**src/core/nvtc_consts.vh**
```
`ifndef NVTC_CONSTS_VH
`define NVTC_CONSTS_VH

// Register offsets; printed offsets are not all multiples of four, so they are indices
`define NVTC_IDX_TIMER      8'hca
`define NVTC_IDX_SHORT      8'hcb
`define NVTC_IDX_CRC        8'hcf
`define NVTC_IDX_LIVE_WD    8'hd0
`define NVTC_IDX_STATUS     8'hd1

// Field positions in the timer settings register
`define NVTC_WD_MSB         7
`define NVTC_WD_LSB         4
`define NVTC_INIT_MSB       3
`define NVTC_INIT_LSB       0

// Reset values
`define NVTC_RST_TIMER      8'h00
`define NVTC_RST_SHORT      8'h00
`define NVTC_RST_CRC        8'h23

// Watchdog codes
`define NVTC_WD_OFF         4'h0
`define NVTC_WD_LAST_TIMED  4'hb

// Initialization timer code beyond which all mean the shortest time
`define NVTC_INIT_LAST      4'h9

// Clock rate and timeouts in microseconds
`define NVTC_CLK_MHZ        250
// Sized to the 20-bit duration buses so no bits are dropped silently
`define NVTC_T_200US        20'h000c8
`define NVTC_T_500US        20'h001f4
`define NVTC_T_1MS          20'h003e8
`define NVTC_T_2MS          20'h007d0
`define NVTC_T_5MS          20'h01388
`define NVTC_T_10MS         20'h02710
`define NVTC_T_20MS         20'h04e20
`define NVTC_T_50MS         20'h0c350
`define NVTC_T_100MS        20'h186a0
`define NVTC_T_200MS        20'h30d40
`define NVTC_T_500MS        20'h7a120
`define NVTC_T_50US         20'h00032
`define NVTC_T_100US        20'h00064

`endif

```
**src/core/nvtc_timeout_lut.v**
```verilog
`timescale 1ns/1ps
`include "nvtc_consts.vh"

// Decodes both stored timer codes into durations in microseconds
module nvtc_timeout_lut (
  // Codes
  input  wire [3:0]  wd_code,
  input  wire [3:0]  init_code,
  // Durations and watchdog flags
  output reg  [19:0] wd_us,
  output reg         wd_direct,
  output reg         wd_enabled,
  output reg  [19:0] init_us
);

  // Watchdog code map; twelve upward collapse to an immediate entry
  always @* begin
    wd_direct  = (wd_code > `NVTC_WD_LAST_TIMED);
    wd_enabled = (wd_code != `NVTC_WD_OFF);
    case (wd_code)
      4'h1:    wd_us = `NVTC_T_200US;
      4'h2:    wd_us = `NVTC_T_500US;
      4'h3:    wd_us = `NVTC_T_1MS;
      4'h4:    wd_us = `NVTC_T_2MS;
      4'h5:    wd_us = `NVTC_T_5MS;
      4'h6:    wd_us = `NVTC_T_10MS;
      4'h7:    wd_us = `NVTC_T_20MS;
      4'h8:    wd_us = `NVTC_T_50MS;
      4'h9:    wd_us = `NVTC_T_100MS;
      4'ha:    wd_us = `NVTC_T_200MS;
      4'hb:    wd_us = `NVTC_T_500MS;
      default: wd_us = 20'h00000;
    endcase
  end

  // Initialization code map; ten upward all mean the shortest time
  always @* begin
    case (init_code)
      4'h0:    init_us = 20'h00000;
      4'h1:    init_us = `NVTC_T_50MS;
      4'h2:    init_us = `NVTC_T_20MS;
      4'h3:    init_us = `NVTC_T_10MS;
      4'h4:    init_us = `NVTC_T_5MS;
      4'h5:    init_us = `NVTC_T_2MS;
      4'h6:    init_us = `NVTC_T_1MS;
      4'h7:    init_us = `NVTC_T_500US;
      4'h8:    init_us = `NVTC_T_200US;
      4'h9:    init_us = `NVTC_T_100US;
      default: init_us = `NVTC_T_50US;
    endcase
  end

endmodule // nvtc_timeout_lut

```
**src/core/nvtc_regs.v**
```verilog
`timescale 1ns/1ps
`include "nvtc_consts.vh"

module nvtc_regs (
  // Clock and reset
  input  wire        REF_CLK,
  input  wire        RSTN,
  // APB slave
  input  wire        PSEL,
  input  wire        PENABLE,
  input  wire        PWRITE,
  input  wire [11:0] PADDR,
  input  wire [31:0] PWDATA,
  input  wire [3:0]  PSTRB,
  output reg  [31:0] PRDATA,
  output reg         PREADY,
  output reg         PSLVERR,
  // Live watchdog request from the control logic
  input  wire        LIVE_WD_LOAD,
  // Registered settings for the watchdog, initialization, short threshold and checksum machinery
  output reg  [3:0]  LIVE_WD_CODE,
  output reg         WD_ENABLED,
  output reg         WD_DIRECT_FAILSAFE,
  output reg  [19:0] WD_TIMEOUT_US,
  output reg  [19:0] INIT_TIMEOUT_US,
  output reg  [7:0]  SHORT_THRESHOLD,
  output reg  [7:0]  CHECKSUM_REF
);

  // Stored registers
  reg  [7:0]  timer_r;
  reg  [7:0]  short_r;
  reg  [7:0]  crc_r;
  reg  [3:0]  live_wd_r;
  reg         access_r;
  wire [19:0] wd_us;
  wire        wd_direct;
  wire        wd_enabled;
  wire [19:0] init_us;

  // Word address decode: index is the byte address divided by four
  function [2:0] reg_sel;
    input [11:0] addr;
    begin
      if (addr[1:0] != 2'b00)
        reg_sel = 3'd0;
      else if (addr[9:2] == `NVTC_IDX_TIMER)
        reg_sel = 3'd1;
      else if (addr[9:2] == `NVTC_IDX_SHORT)
        reg_sel = 3'd2;
      else if (addr[9:2] == `NVTC_IDX_CRC)
        reg_sel = 3'd3;
      else if (addr[9:2] == `NVTC_IDX_LIVE_WD)
        reg_sel = 3'd4;
      else if (addr[9:2] == `NVTC_IDX_STATUS)
        reg_sel = 3'd5;
      else
        reg_sel = 3'd0;
      if (addr[11:10] != 2'b00)
        reg_sel = 3'd0;
    end
  endfunction

  wire [2:0] sel       = reg_sel(PADDR);
  // Access phase completes in the second access cycle; ready is registered
  wire       acc_start = PSEL & PENABLE & ~access_r;
  // Writes land only at the edge where ready is seen, as the bus defines
  wire       wr_lo     = PSEL & PENABLE & PREADY & PWRITE & PSTRB[0];

  nvtc_timeout_lut u_lut (
    .wd_code    (timer_r[`NVTC_WD_MSB:`NVTC_WD_LSB]),
    .init_code  (timer_r[`NVTC_INIT_MSB:`NVTC_INIT_LSB]),
    .wd_us      (wd_us),
    .wd_direct  (wd_direct),
    .wd_enabled (wd_enabled),
    .init_us    (init_us)
  );

  // Register writes; only byte lane zero carries data
  always @(posedge REF_CLK or negedge RSTN) begin
    if (!RSTN) begin
      timer_r   <= `NVTC_RST_TIMER;
      short_r   <= `NVTC_RST_SHORT;
      crc_r     <= `NVTC_RST_CRC;
      live_wd_r <= 4'h0;
    end else begin
      if (wr_lo && sel == 3'd1)
        timer_r <= PWDATA[7:0];
      if (wr_lo && sel == 3'd2)
        short_r <= PWDATA[7:0];
      if (wr_lo && sel == 3'd3)
        crc_r <= PWDATA[7:0];
      // Live copy: a direct write wins over a reload from the stored default
      if (wr_lo && sel == 3'd4)
        live_wd_r <= PWDATA[3:0];
      else if (LIVE_WD_LOAD)
        live_wd_r <= timer_r[`NVTC_WD_MSB:`NVTC_WD_LSB];
    end
  end

  // APB answer, one access cycle with ready low, then ready
  always @(posedge REF_CLK or negedge RSTN) begin
    if (!RSTN) begin
      access_r <= 1'b0;
      PREADY   <= 1'b0;
      PSLVERR  <= 1'b0;
      PRDATA   <= 32'h00000000;
    end else begin
      access_r <= acc_start;
      PREADY   <= acc_start;
      PSLVERR  <= acc_start & (sel == 3'd0);
      if (acc_start && !PWRITE) begin
        case (sel)
          3'd1:    PRDATA <= {24'h000000, timer_r};
          3'd2:    PRDATA <= {24'h000000, short_r};
          3'd3:    PRDATA <= {24'h000000, crc_r};
          3'd4:    PRDATA <= {28'h0000000, live_wd_r};
          3'd5:    PRDATA <= {29'h00000000, wd_direct, wd_enabled, (init_us != 20'h00000)};
          default: PRDATA <= 32'h00000000;
        endcase
      end else begin
        PRDATA <= 32'h00000000;
      end
    end
  end

  // Registered copies to the consuming logic
  always @(posedge REF_CLK or negedge RSTN) begin
    if (!RSTN) begin
      LIVE_WD_CODE       <= 4'h0;
      WD_ENABLED         <= 1'b0;
      WD_DIRECT_FAILSAFE <= 1'b0;
      WD_TIMEOUT_US      <= 20'h00000;
      INIT_TIMEOUT_US    <= 20'h00000;
      SHORT_THRESHOLD    <= `NVTC_RST_SHORT;
      CHECKSUM_REF       <= `NVTC_RST_CRC;
    end else begin
      LIVE_WD_CODE       <= live_wd_r;
      WD_ENABLED         <= wd_enabled;
      WD_DIRECT_FAILSAFE <= wd_direct;
      WD_TIMEOUT_US      <= wd_us;
      INIT_TIMEOUT_US    <= init_us;
      SHORT_THRESHOLD    <= short_r;
      CHECKSUM_REF       <= crc_r;
    end
  end

endmodule // nvtc_regs

```
**config.mk**
```make
export PLATFORM = sky130hd
export DESIGN_NAME = nvtc_regs
export DESIGN_NICKNAME = d
export VERILOG_FILES = /design/src/core/nvtc_timeout_lut.v /design/src/core/nvtc_regs.v
export VERILOG_INCLUDE_DIRS = /design/src /design/src/core
export SDC_FILE = /design/constraint.sdc
export NUM_CORES = 1
export LEC_CHECK = 0
export ABC_AREA = 1
export BUFFER_PORTS_ARGS = -buffer_cell sky130_fd_sc_hd__buf_2
export CAP_MARGIN = 10
export CORE_MARGIN = 3
export CORE_UTILIZATION = 45
export CTS_CLUSTER_SIZE = 24
export DETAILED_ROUTE_END_ITERATION = 8
export GPL_ROUTABILITY_DRIVEN = 0
export PLACE_DENSITY = 0.71
export SKIP_LAST_GASP = 1
export SYNTH_ARGS = -nofsm -noshare
export SYNTH_HDL_FRONTEND = slang
export SYNTH_SLANG_ARGS = --single-unit
```
**constraint.sdc**
```tcl
create_clock -name REF_CLK -period 2.24 [get_ports REF_CLK]
set_clock_uncertainty 0.15 [all_clocks]
set_input_delay 0 -clock REF_CLK [delete_from_list [all_inputs] [get_ports REF_CLK]]
set_output_delay 0 -clock REF_CLK [all_outputs]
set_load 0.005 [all_outputs]
```
* After elaboration in Yosys (flattened, before gate mapping)
Memory sizes are Yosys's and may differ from the RTL's. A register that Yosys moved wholly into a read port is not among the register bits.
Cells that the tools add are included.
** Storage, ports and cells
- Memories kept :: 2
- Register bits after elaboration :: 124
- Output and inout port bits :: 96
- Memory bits (read-only) :: 512
- Input port bits :: 54
- Logic and storage cells :: 58
** Memory list
- (no name shown) :: depth 16, width 17, rd ports 1, clocked after Yosys merged registers in 1, wr ports 0, line nvtc_timeout_lut.v:20 : case (wd_code)
- (no name shown) :: depth 16, width 15, rd ports 1, clocked after Yosys merged registers in 0, wr ports 0, line nvtc_timeout_lut.v:38 : case (init_code)
** Cells by class
- Reductions and logical operators :: 13
- Equality and inequality tests :: 10
- Muxes and demuxes :: 11
- Order comparisons :: 1
- Bitwise gates (word level) :: 7
** Operators with widths (number)
- equality test 8 bit, second input constant :: 5
- case mux 8 bit (5 select lines) :: 1
- 2-to-1 mux 32 bit :: 1
- 2-to-1 mux 3 bit :: 7
- nonzero test 20 bit :: 1
- 2-to-1 mux 4 bit :: 2
- AND 1 bit :: 6
- equality test 3 x 2 -> 1 bit, second input constant :: 2
- equality test 3 bit, second input constant :: 2
- nonzero test 2 bit :: 3
- logical AND 1 bit :: 5
- > comparator 4 bit, second input constant :: 1
- nonzero test 4 bit :: 1
- equality test 3 x 1 -> 1 bit, second input constant :: 1
- zero test 3 bit :: 1
- zero test 1 bit :: 2
- NOT 1 bit :: 1

* Logic depth before layout (Yosys ltp)
Gate-level depths: netlist of the first run.
- Word-level depth :: 11
- Gate-level depth with buffers :: 13
- Gate-level depth less buffers :: 13

* Modules after synthesis
From an unflattened synthesis of the first run, not the netlist that was laid out.
** Second synthesis, totals
- Cells, all modules :: 465
- Area, all modules :: 4543.1 um^2
** Modules (own cells, without submodules)
- nvtc_regs :: seq. area each 2509.9 um^2, area an instance 3822.4 um^2, cells each 341, times used 1
- nvtc_timeout_lut :: seq. area each 0.0 um^2, area an instance 720.7 um^2, cells each 124, times used 1

* Worst setup path after synthesis of the first run
No wires, ideal clock.
- Kind :: reg2reg
- Start :: register timer_r[1]
- End :: register PRDATA[0]
- Period minus slack after synthesis :: 1.710 ns
- Cell stages (with the launch flop) :: 13
- Arrival :: 1.434 ns
- Required time :: 1.965 ns
- Buffers on the path :: 0
- Library setup time :: 0.125 ns
- Path slack :: 0.530 ns
- Path through :: dfrtp_1 -> inv_1 -> ha_1 -> inv_1 -> nor2_1 -> o21ai_0 -> nand2_1 -> nor2_1 -> nand3_1 -> nand2_1 -> nand2_1 -> nor2_1 -> nor2_1
** On the way
- Word-level cells in the longest chain between the ends :: 4
** RTL lines
- start, declared :: line nvtc_regs.v:31 : reg [7:0] timer_r;
- start signal, assigned :: line nvtc_regs.v:82 : timer_r <= `NVTC_RST_TIMER;
- start signal, assigned :: line nvtc_regs.v:88 : timer_r <= PWDATA[7:0];
- memory (16 x 15 bit)
- nonzero test 20 bit :: line nvtc_regs.v:118 : 3'd5: PRDATA <= {29'h00000000, wd_direct, wd_enabled, (init_us != 20'h00000)};
- case mux 8 bit (5 select lines) :: line nvtc_regs.v:113 : case (sel)
- 2-to-1 mux 32 bit :: line nvtc_regs.v:112 : if (acc_start && !PWRITE) begin
- end signal, assigned :: line nvtc_regs.v:114 : 3'd1: PRDATA <= {24'h000000, timer_r};
- end signal, assigned :: line nvtc_regs.v:115 : 3'd2: PRDATA <= {24'h000000, short_r};
- end signal, assigned :: line nvtc_regs.v:118
- end, declared :: line nvtc_regs.v:15 : output reg [31:0] PRDATA,
No other way between the ends.
A chain may end at the register's enable or synchronous reset.

* Worst setup path in the final report of the first run
- Start :: input port PENABLE
- End :: register PRDATA[5]
** On the way
- Word-level cells in the longest chain between the ends :: 4
** RTL lines
- start, declared :: line nvtc_regs.v:10 : input wire PENABLE,
- AND 1 bit (2 in series) :: line nvtc_regs.v:66 : wire acc_start = PSEL & PENABLE & ~access_r;
- net acc_start :: line nvtc_regs.v:66
- logical AND 1 bit :: line nvtc_regs.v:112
- 2-to-1 mux 32 bit :: line nvtc_regs.v:112
- end signal, assigned :: line nvtc_regs.v:114
- end signal, assigned :: line nvtc_regs.v:115
- end signal, assigned :: line nvtc_regs.v:116 : 3'd3: PRDATA <= {24'h000000, crc_r};
The timed path passes the listed nets, and every way through them passes these cells.

==> results of run 1 <==
[cell usage in the layout, fill, tap and decap left out, drive strengths merged, types with 10 or more instances in the layout]
cell,n
dfrtp,86
conb,32
ha,13
clkbuf,10
nand2,113
buf,91
nor2,51
inv,60
o21ai,32
dlygate4sd3,15
nand3,28
[synthesized netlist by cell type]
cell type / number
a211o_1: 1
a21oi_1: 2
a31oi_1: 4
buf_2: 2
buf_4: 32
buf_6: 3
clkbuf_1: 2
clkinv_2: 3
conb_1: 1
dfrtp_1: 86
dfstp_2: 6
ha_1: 13
inv_1: 56
inv_2: 4
nand2_1: 99
nand2_2: 11
nand2_4: 3
nand3_1: 25
nand3_2: 1
nand3_4: 2
nand3b_1: 1
nand4_1: 4
nor2_1: 43
nor2_2: 4
nor2_4: 2
nor2_8: 2
o211ai_1: 2
o21ai_0: 8
o21ai_1: 4
o21ai_2: 20
o221ai_1: 2
o22ai_1: 2
or2_2: 1
[routing by layer]
metal  track usage [%]  routed length (µm)  vias to the layer above
met5                 0                   0                        -
met4              6.57                 131                        0
met3              3.22                 462                       13
met2              30.2                4550                      103
met1              20.9                3620                     1497
li1                  -                   -                     1551
[final timing paths]
path / from / endpoint / slack [ps]
setup / recovery: PENABLE / PRDATA[5]$_DFF_PN0_ / 240
hold / removal: RSTN / PRDATA[3]$_DFF_PN0_ / -0.8
setup reg to reg: timer_r[1]$_DFFE_PN0P_ / PRDATA[0]$_DFF_PN0_ / 250
hold reg to reg: crc_r[0]$_DFFE_PN1P_ / CHECKSUM_REF[0]$_DFF_PN1_ / 240
max in group asynchronous: RSTN / crc_r[5]$_DFFE_PN1P_ / 1280
min in group REF_CLK: PWRITE / PRDATA[7]$_DFF_PN0_ / 0
[cells by family after synthesis]
group	Yosys count
AOI/OAI and AO/OA	45
adders and majority gates	13
buffers and inverters	102
DFF	92
other	1
and+or+nand+nor	198
[per-stage QoR]
stage	utilization, %	hold WS [ps]	cells	setup slack, ps	total power [mW]
2_1_floorplan	-	-446	482	530	1.78
3_3_place_gp	52.6	-181	660	338	1.81
3_5_place_dp	52.6	-173	660	293	1.82
4_1_cts	56.9	1.01	691	253	3.14
5_1_grt	56.9	14.1	691	52.6	3.22
6_report	56.9	-0.819	691	244	3.11
[cell type report]
class                           instances  area, µm²  share of cell area (%)
Sequential cell                        92       2310                    45.2
Multi-Input combinational cell        288       1540                    30.1
Timing Repair Buffer                  106        623                    12.2
Inverter                               63        240                    4.70
Tap cell                              126        158                    3.08
Clock buffer                           10        128                    2.50
Clock inverter                          6        114                    2.23
[timing repair]
action,in CTS,in global routing
setup endpoints to repair,0,0
hold buffers,15,0
endpoints found under the hold margin,119,0
[power groups by stage]
stage	clock, mW	combinational (mW)	sequential (mW)
final	1.31	0.136	1.66
after detailed placement	0	0.122	1.70
after floorplan	0	0.0871	1.70
after global placement	0	0.118	1.70
after global routing	1.40	0.155	1.66
after CTS	1.34	0.137	1.66
[registers in the layout, indices dropped and copies added (netlist names)]
name	flops
short_r	8
live_wd_r	4
access_r	1
WD_DIRECT_FAILSAFE	1
PSLVERR	1
PRDATA	8
INIT_TIMEOUT_US	15
CHECKSUM_REF	8
crc_r	8
SHORT_THRESHOLD	8
WD_ENABLED	1
timer_r	8
WD_TIMEOUT_US	17
LIVE_WD_CODE	4
==> metrics.csv, run 1 <==
metric,value,unit
antenna_found_initial,0,
setup_viol,0,
yosys_warnings,0,
start_util,47.5,%
hold_viol,4,
portBuffers,90,
cts_max_path_buffers,2,
synth_top_family_by_area,simple AND/OR/NAND/NOR gates,
whs,-0.819,ps
pwr-share-seq,53.5,%
grt_pass1_wl,14.3,mm
setup_tns,0,ps
final_nets,627,
via_count,3164,
p_sw_share,21.3,%
h-tree-depth,3,
hold_path.class,in -> async,
p_clk_share,42.2,%
layout-drive-gt1-share,29.2,%
end_kind,flop,
grt-ovfl-total,0,
die_x,103,µm
cp.arrival,2120,ps
post_dp_cell_area,4720,µm²
dr.pass1.iters,4,
coreArea,8980,µm²
violations,negative hold slack,
synth_compound_area_share,7.60,%
drv_cap,0,
grt_pass1_vias,3079,
r2r_cells,12,
via_per_inst,4.58,
period_share,89.1,%
power_density,609,nW/µm²
max_clock_freq,0.501,GHz
vdd_drop_max,0.000249,V
die_area,10700,µm²
placementRows,34,
synth_top_cell_by_area,dfrtp_1,
num_antenna_cells,0,
drt-initial-drc-count,127,
cts_resized,0,
drt_wl_total,8.76,mm
cp_slowest_cell,dlygate4sd3_1,
crit_path_max_incr_delay,600,ps
outcome,"finished, violations left",
rsz0062_at_grt,no,
crit_fanout,8,
crit_family,buffers and inverters,
synth.top_cell.area_share,50.5,%
finalInstanceArea,5110,µm²
drc_errors,0,
internal_power,2.45,mW
worst-path-stages,9,
synthXorXnorAreaFrac,0,%
wl_per_cell,12.7,µm
io_pins,150,
p_switching,0.663,mW
clock_latency,350,ps
area_growth,19.9,%
synth.area.top_cells,"dfrtp_1, nand2_1, buf_4",
synth_cell_type_count,33,
synthSimpleGateAreaFrac,21.9,%
finalCriticalPeriod,2000,ps
syn_inst,451,
numCtsBuffers,9,
root_buffer,clkbuf_8,
slew_viol_final,0,
antenna_left,0,
fill_cells,802,
grt_max_degree,60,
ys_ff_latch,92,
cp.buffers_inverters,4,
muxShareOfSynthArea,0,%
power_leakage,3.03,nW
synthAdderAreaFrac,3.81,%
synth_area,4260,µm²
worstPathRequired,2360,ps
clkSinkCount,92,
crit_chain,dlygate4sd3_1 > buf_2 > nand2_1 > dlygate4sd3_1 > nor2_1 > inv_1 > nor2_1 > nand2_1 > a31oi_1,
cp-start-kind,primary input,
path_clk_slew,100,ps
ys_seq_area_share,54.2,%
dieHeight,103,µm
dpl.hpwl,6.47,mm
cts_setup_buffers,0,
critPathKind,in -> reg,
p_comb_share,4.4,%
avgSynthCellArea,9.45,µm²
track_usage,17.2,%
cts_tree,done,
Power figures use the tool's default switching activity.
==> inputs of run 2 (changes only) <==
--- a/config.mk
+++ b/config.mk
@@ -12,3 +12,3 @@
 export CORE_MARGIN = 3
-export CORE_UTILIZATION = 45
+export CORE_UTILIZATION = 30
 export CTS_CLUSTER_SIZE = 24
@@ -16,3 +16,4 @@
 export GPL_ROUTABILITY_DRIVEN = 0
-export PLACE_DENSITY = 0.71
+export PLACE_DENSITY = 0.51
+export SKIP_CTS_REPAIR_TIMING = 1
 export SKIP_LAST_GASP = 1
==> constraint.sdc (replaced) <==
create_clock -name REF_CLK -period 2.24 [get_ports REF_CLK]
set_clock_uncertainty 0.15 [all_clocks]
set_input_delay 0.224 -clock REF_CLK [delete_from_list [all_inputs] [get_ports REF_CLK]]
set_output_delay 0.224 -clock REF_CLK [all_outputs]
set_load 0.005 [all_outputs]
==> run 2 against run 1 <==
  * The run now ends clean
  * Register-to-register slack better by 80 ps
  * Critical path depth up 1
  * Non-clock buffer count down 14
  * Core utilization down 19 points
  * Fmax up 4.6%
  * Die area up 47%
  * Largest cell class unchanged
  * Largest power group is now the clock network
  * Highest routed layer unchanged
==> metrics.csv, run 2 (synthesis gave the netlist of run 1 again) <==
metric,value,unit
outcome,completed,
die_x,125,µm
grt-ovfl-total,0,
max_clock_freq,0.524,GHz
end_kind,flop,
grt_pass1_vias,3159,
cts_tree,done,
clock_latency,330,ps
clkSinkCount,92,
final_cell_count_no_fill,728,
portBuffers,90,
antenna_left,0,
die_area,15700,µm²
root_buffer,clkbuf_16,
layout_commonest_cell,nand2_1,
setup_viol,0,
cp-start-kind,flop,
finalCriticalPeriod,1910,ps
via_per_inst,4.19,
largest_reg_flops,17,
io_pins,150,
drt_wl_total,9.10,mm
crit_chain,inv_1 > ha_1 > o21ai_0 > nand3_1 > nor2_1 > nand3_1 > nand2_1 > nand2_1 > nor2_1 > nor2_1,
path_common_cell,nor2_1,
dp.cells,710,
cp_slowest_cell,dfrtp_1,
grt_max_degree,64,
critPathKind,reg -> reg,
slew_viol_final,0,
vdd_drop_max,0.000337,V
whs,18.3,ps
via_count,3047,
h-tree-depth,3,
track_usage,12.0,%
top_register,WD_TIMEOUT_US,
drc_errors,0,
power_leakage,3.00,nW
placementRows,42,
start_util,31.5,%
cp.arrival,1970,ps
layout-drive-gt1-share,29.8,%
crit_path_max_incr_delay,480,ps
hold_viol,0,
worstPathRequired,2300,ps
power_density,677,nW/µm²
period_share,85.2,%
dieHeight,125,µm
coreArea,13600,µm²
dr.pass1.iters,5,
numCtsBuffers,9,
area_growth,20.3,%
drt-initial-drc-count,163,
cts_max_path_buffers,2,
cp.buffers_inverters,1,
dpl.hpwl,6.90,mm
hold_path.class,in -> reg,
reg.largest.list,"WD_TIMEOUT_US (17), INIT_TIMEOUT_US (15)",
grt_pass1_wl,15.3,mm
rsz0062_at_grt,no,
setup_tns,0,ps
antenna_found_initial,1,
final_cell_mix,"nand2_1, buf_2, dfrtp_1, inv_1, nor2_1",
final_nets,613,
crit_family,simple AND/OR/NAND/NOR gates,
crit_fanout,7,
path_clk_slew,60,ps
drv_cap,0,
wl_per_cell,12.5,µm
run 2: worst paths after layout:
| kind | startpoint | end | slack, ps | cells after the start |
|---|---|---|---|---|
| hold reg to reg | crc_r[0]$_DFFE_PN1P_ | CHECKSUM_REF[0]$_DFF_PN1_ | 230 | 0 |
| hold / removal | PWDATA[3] | live_wd_r[3]$_DFFE_PN0P_ | 20 | 3 |
| max in group asynchronous | RSTN | crc_r[5]$_DFFE_PN1P_ | 1050 | 3 |
| setup / recovery | timer_r[0]$_DFFE_PN0P_ | PRDATA[0]$_DFF_PN0_ | 330 | 10 |
| min in group asynchronous | RSTN | INIT_TIMEOUT_US[15]$_DFF_PN0_ | 190 | 2 |
| setup reg to reg | timer_r[0]$_DFFE_PN0P_ | PRDATA[0]$_DFF_PN0_ | 330 | 10 |
run 2: area by class of cell:
class	count	area, µm²
Fill cell	1407	8430
Sequential cell	92	2310
Multi-Input combinational cell	288	1540
Timing Repair Buffer	92	483
Inverter	63	240
Clock buffer	12	236
Tap cell	176	220
Clock inverter	4	97.6
Antenna cell	1	2.50
run 2: power by group:
group | switching [mW] | internal, mW | total, mW
clock network | 0.595 | 1.09 | 1.69
logic | 0.0893 | 0.0322 | 0.122
registers | 0.00133 | 1.66 | 1.67
run 2: routing by layer:
layer	global-route usage (%)	vias up	wire, µm	part of all wire [%]
li1	-	1528	-	-
met1	14.8	1418	3880	43
met2	19.6	87	4470	49
met3	2.90	14	514	5.6
met4	6.51	0	234	2.6
met5	0	-	0	0
run 2: per-stage QoR:
step	total power, mW	setup WS (ps)	util [%]	instance area [µm²]
after floorplan	1.78	530	-	4380
after global placement	1.82	304	35.3	4780
after detailed placement	1.82	268	35.3	4780
after CTS	3.52	253	37.7	5120
after global routing	3.62	97.2	37.8	5130
final	3.47	332	37.8	5130
run 2: worst register-to-register path, delay by kind of cell, from the launching register on:
kind | cells | cell delay, ps
buffers and inverters | 1 | 140
AND/OR/NAND/NOR | 7 | 530
flip-flops | 1 | 480
AO/OA/AOI/OAI | 1 | 170
adder cells (fa/ha/maj) | 1 | 320
==> inputs of run 3 (changes only) <==
MAX_ROUTING_LAYER = met4   (was not set)
==> run 3 against run 2 <==
  * Global-route usage up 0.39 points
  * Hold slack hardly changed
  * Wire length down 0.12%
  * Sequential cell count stayed put
  * Worst setup slack about the same
  * Critical endpoint unchanged
  * Critical path depth unchanged
  * Non-clock buffer count is the same
  * Largest power group unchanged
  * Combinational power is essentially flat
==> metrics.csv, run 3 (synthesis gave the netlist of run 1 again) <==
metric,value,unit
r2r_cells,10,
drt_wl_total,9.09,mm
root_buffer,clkbuf_16,
clkSinkCount,92,
final_cell_mix,"nand2_1, buf_2, dfrtp_1, inv_1, nor2_1",
layout-drive-gt1-share,29.8,%
drc_errors,0,
track_usage,12.4,%
portBuffers,90,
placementRows,42,
dpl.hpwl,6.90,mm
drv_cap,0,
slew_viol_final,0,
crit_path_end,PRDATA[0]$_DFF_PN0_,
h-tree-depth,3,
grt_pass1_vias,3155,
worstPathRequired,2300,ps
finalCriticalPeriod,1910,ps
power_density,677,nW/µm²
critPathKind,reg -> reg,
cp-startpoint,timer_r[0]$_DFFE_PN0P_,
cp-start-kind,flop,
path_clk_slew,60,ps
wl_per_cell,12.5,µm
end_kind,flop,
antenna_found_initial,1,
reg2reg_slack,330,ps
clock_latency,330,ps
setup_viol,0,
via_count,3048,
drt-initial-drc-count,225,
outcome,completed,
rr_endpoint,PRDATA[0]$_DFF_PN0_,
fill_cells,1407,
dieHeight,125,µm
period_share,85.2,%
hold_viol,0,
max_clock_freq,0.524,GHz
via_per_inst,4.19,
power_leakage,3.00,nW
grt_max_degree,64,
cts_tree,done,
reg.largest.list,"WD_TIMEOUT_US (17), INIT_TIMEOUT_US (15)",
crit_fanout,7,
setup_tns,0,ps
die_area,15700,µm²
final_nets,613,
cp.arrival,1970,ps
io_pins,150,
min_from,PWDATA[3],
vdd_drop_max,0.000335,V
grt-ovfl-total,0,
numCtsBuffers,9,
utilization,37.8,%
area_growth,20.3,%
dr.pass1.iters,5,
timing.rr.start,timer_r[0]$_DFFE_PN0P_,
die_x,125,µm
coreArea,13600,µm²
largest_reg_flops,17,
rsz0062_at_grt,no,
cts_max_path_buffers,2,
start_util,31.5,%
layout_commonest_cell,nand2_1,
top_register,WD_TIMEOUT_US,
hold_path.class,in -> reg,
grt_pass1_wl,15.3,mm
power,3.47,mW
antenna_left,0,
-- run 3: cell counts in the layout (fill, tap and decap cells not counted) --
Identical to the previous run, type by type.
-- run 3: worst max-delay path, stage by stage (launching register included) --
cell and delay, ps:
dfrtp_1 480, inv_1 140, ha_1 320, o21ai_0 170
nand3_1 90, nor2_1 110, nand3_1 90, nand2_1 80
nand2_1 40, nor2_1 80, nor2_1 40
-- run 3: cell type report --
type / count / area [µm²] / share of cell area (%)
antenna: 1 / 2.50 / 0.0488
multi-input combinational: 288 / 1540 / 30.0
sequential: 92 / 2310 / 45.0
timing repair buffer: 92 / 483 / 9.41
clock inverter: 4 / 97.6 / 1.90
tap: 176 / 220 / 4.29
clock buffer: 12 / 236 / 4.61
inverter: 63 / 240 / 4.68
-- run 3: where the power goes --
part,switching (mW),internal [mW],leakage [nW]
registers,0.00137,1.66,1.26
clock network,0.595,1.09,0.157
logic,0.0888,0.0322,1.59
-- run 3: through the flow --
stage               hold WS (ps)  area (µm²)  setup WS [ps]  std cells
detailed placement          12.5        4780            268        710
global route                47.9        5130           97.1        728
floorplan                   -222        4380            530        482
global placement            11.8        4780            304        710
CTS                         -347        5120            253        726
finish                      17.8        5130            332        728
-- run 3: layer usage --
| layer | vias to the layer above | share of wire [%] | GRT usage (%) |
|---|---|---|---|
| met4 | 0 | 2.4 | 6.51 |
| li1 | 1532 | - | - |
| met3 | 15 | 4.7 | 2.73 |
| met5 | - | 0 | - |
| met2 | 84 | 50 | 19.6 |
| met1 | 1417 | 43 | 15.0 |
-- run 3: how the worst min path moves through the flow --
stage / slack, ps / cells after the start / to
after global routing: 50 / 3 / live_wd_r[0]$_DFFE_PN0P_
after global placement: 10 / 1 / INIT_TIMEOUT_US[8]$_DFF_PN0_
after CTS: -350 / 1 / INIT_TIMEOUT_US[2]$_DFF_PN0_
after detailed placement: 10 / 1 / INIT_TIMEOUT_US[2]$_DFF_PN0_
after floorplan: -220 / 0 / CHECKSUM_REF[2]$_DFF_PN0_
final: 20 / 3 / live_wd_r[3]$_DFFE_PN0P_
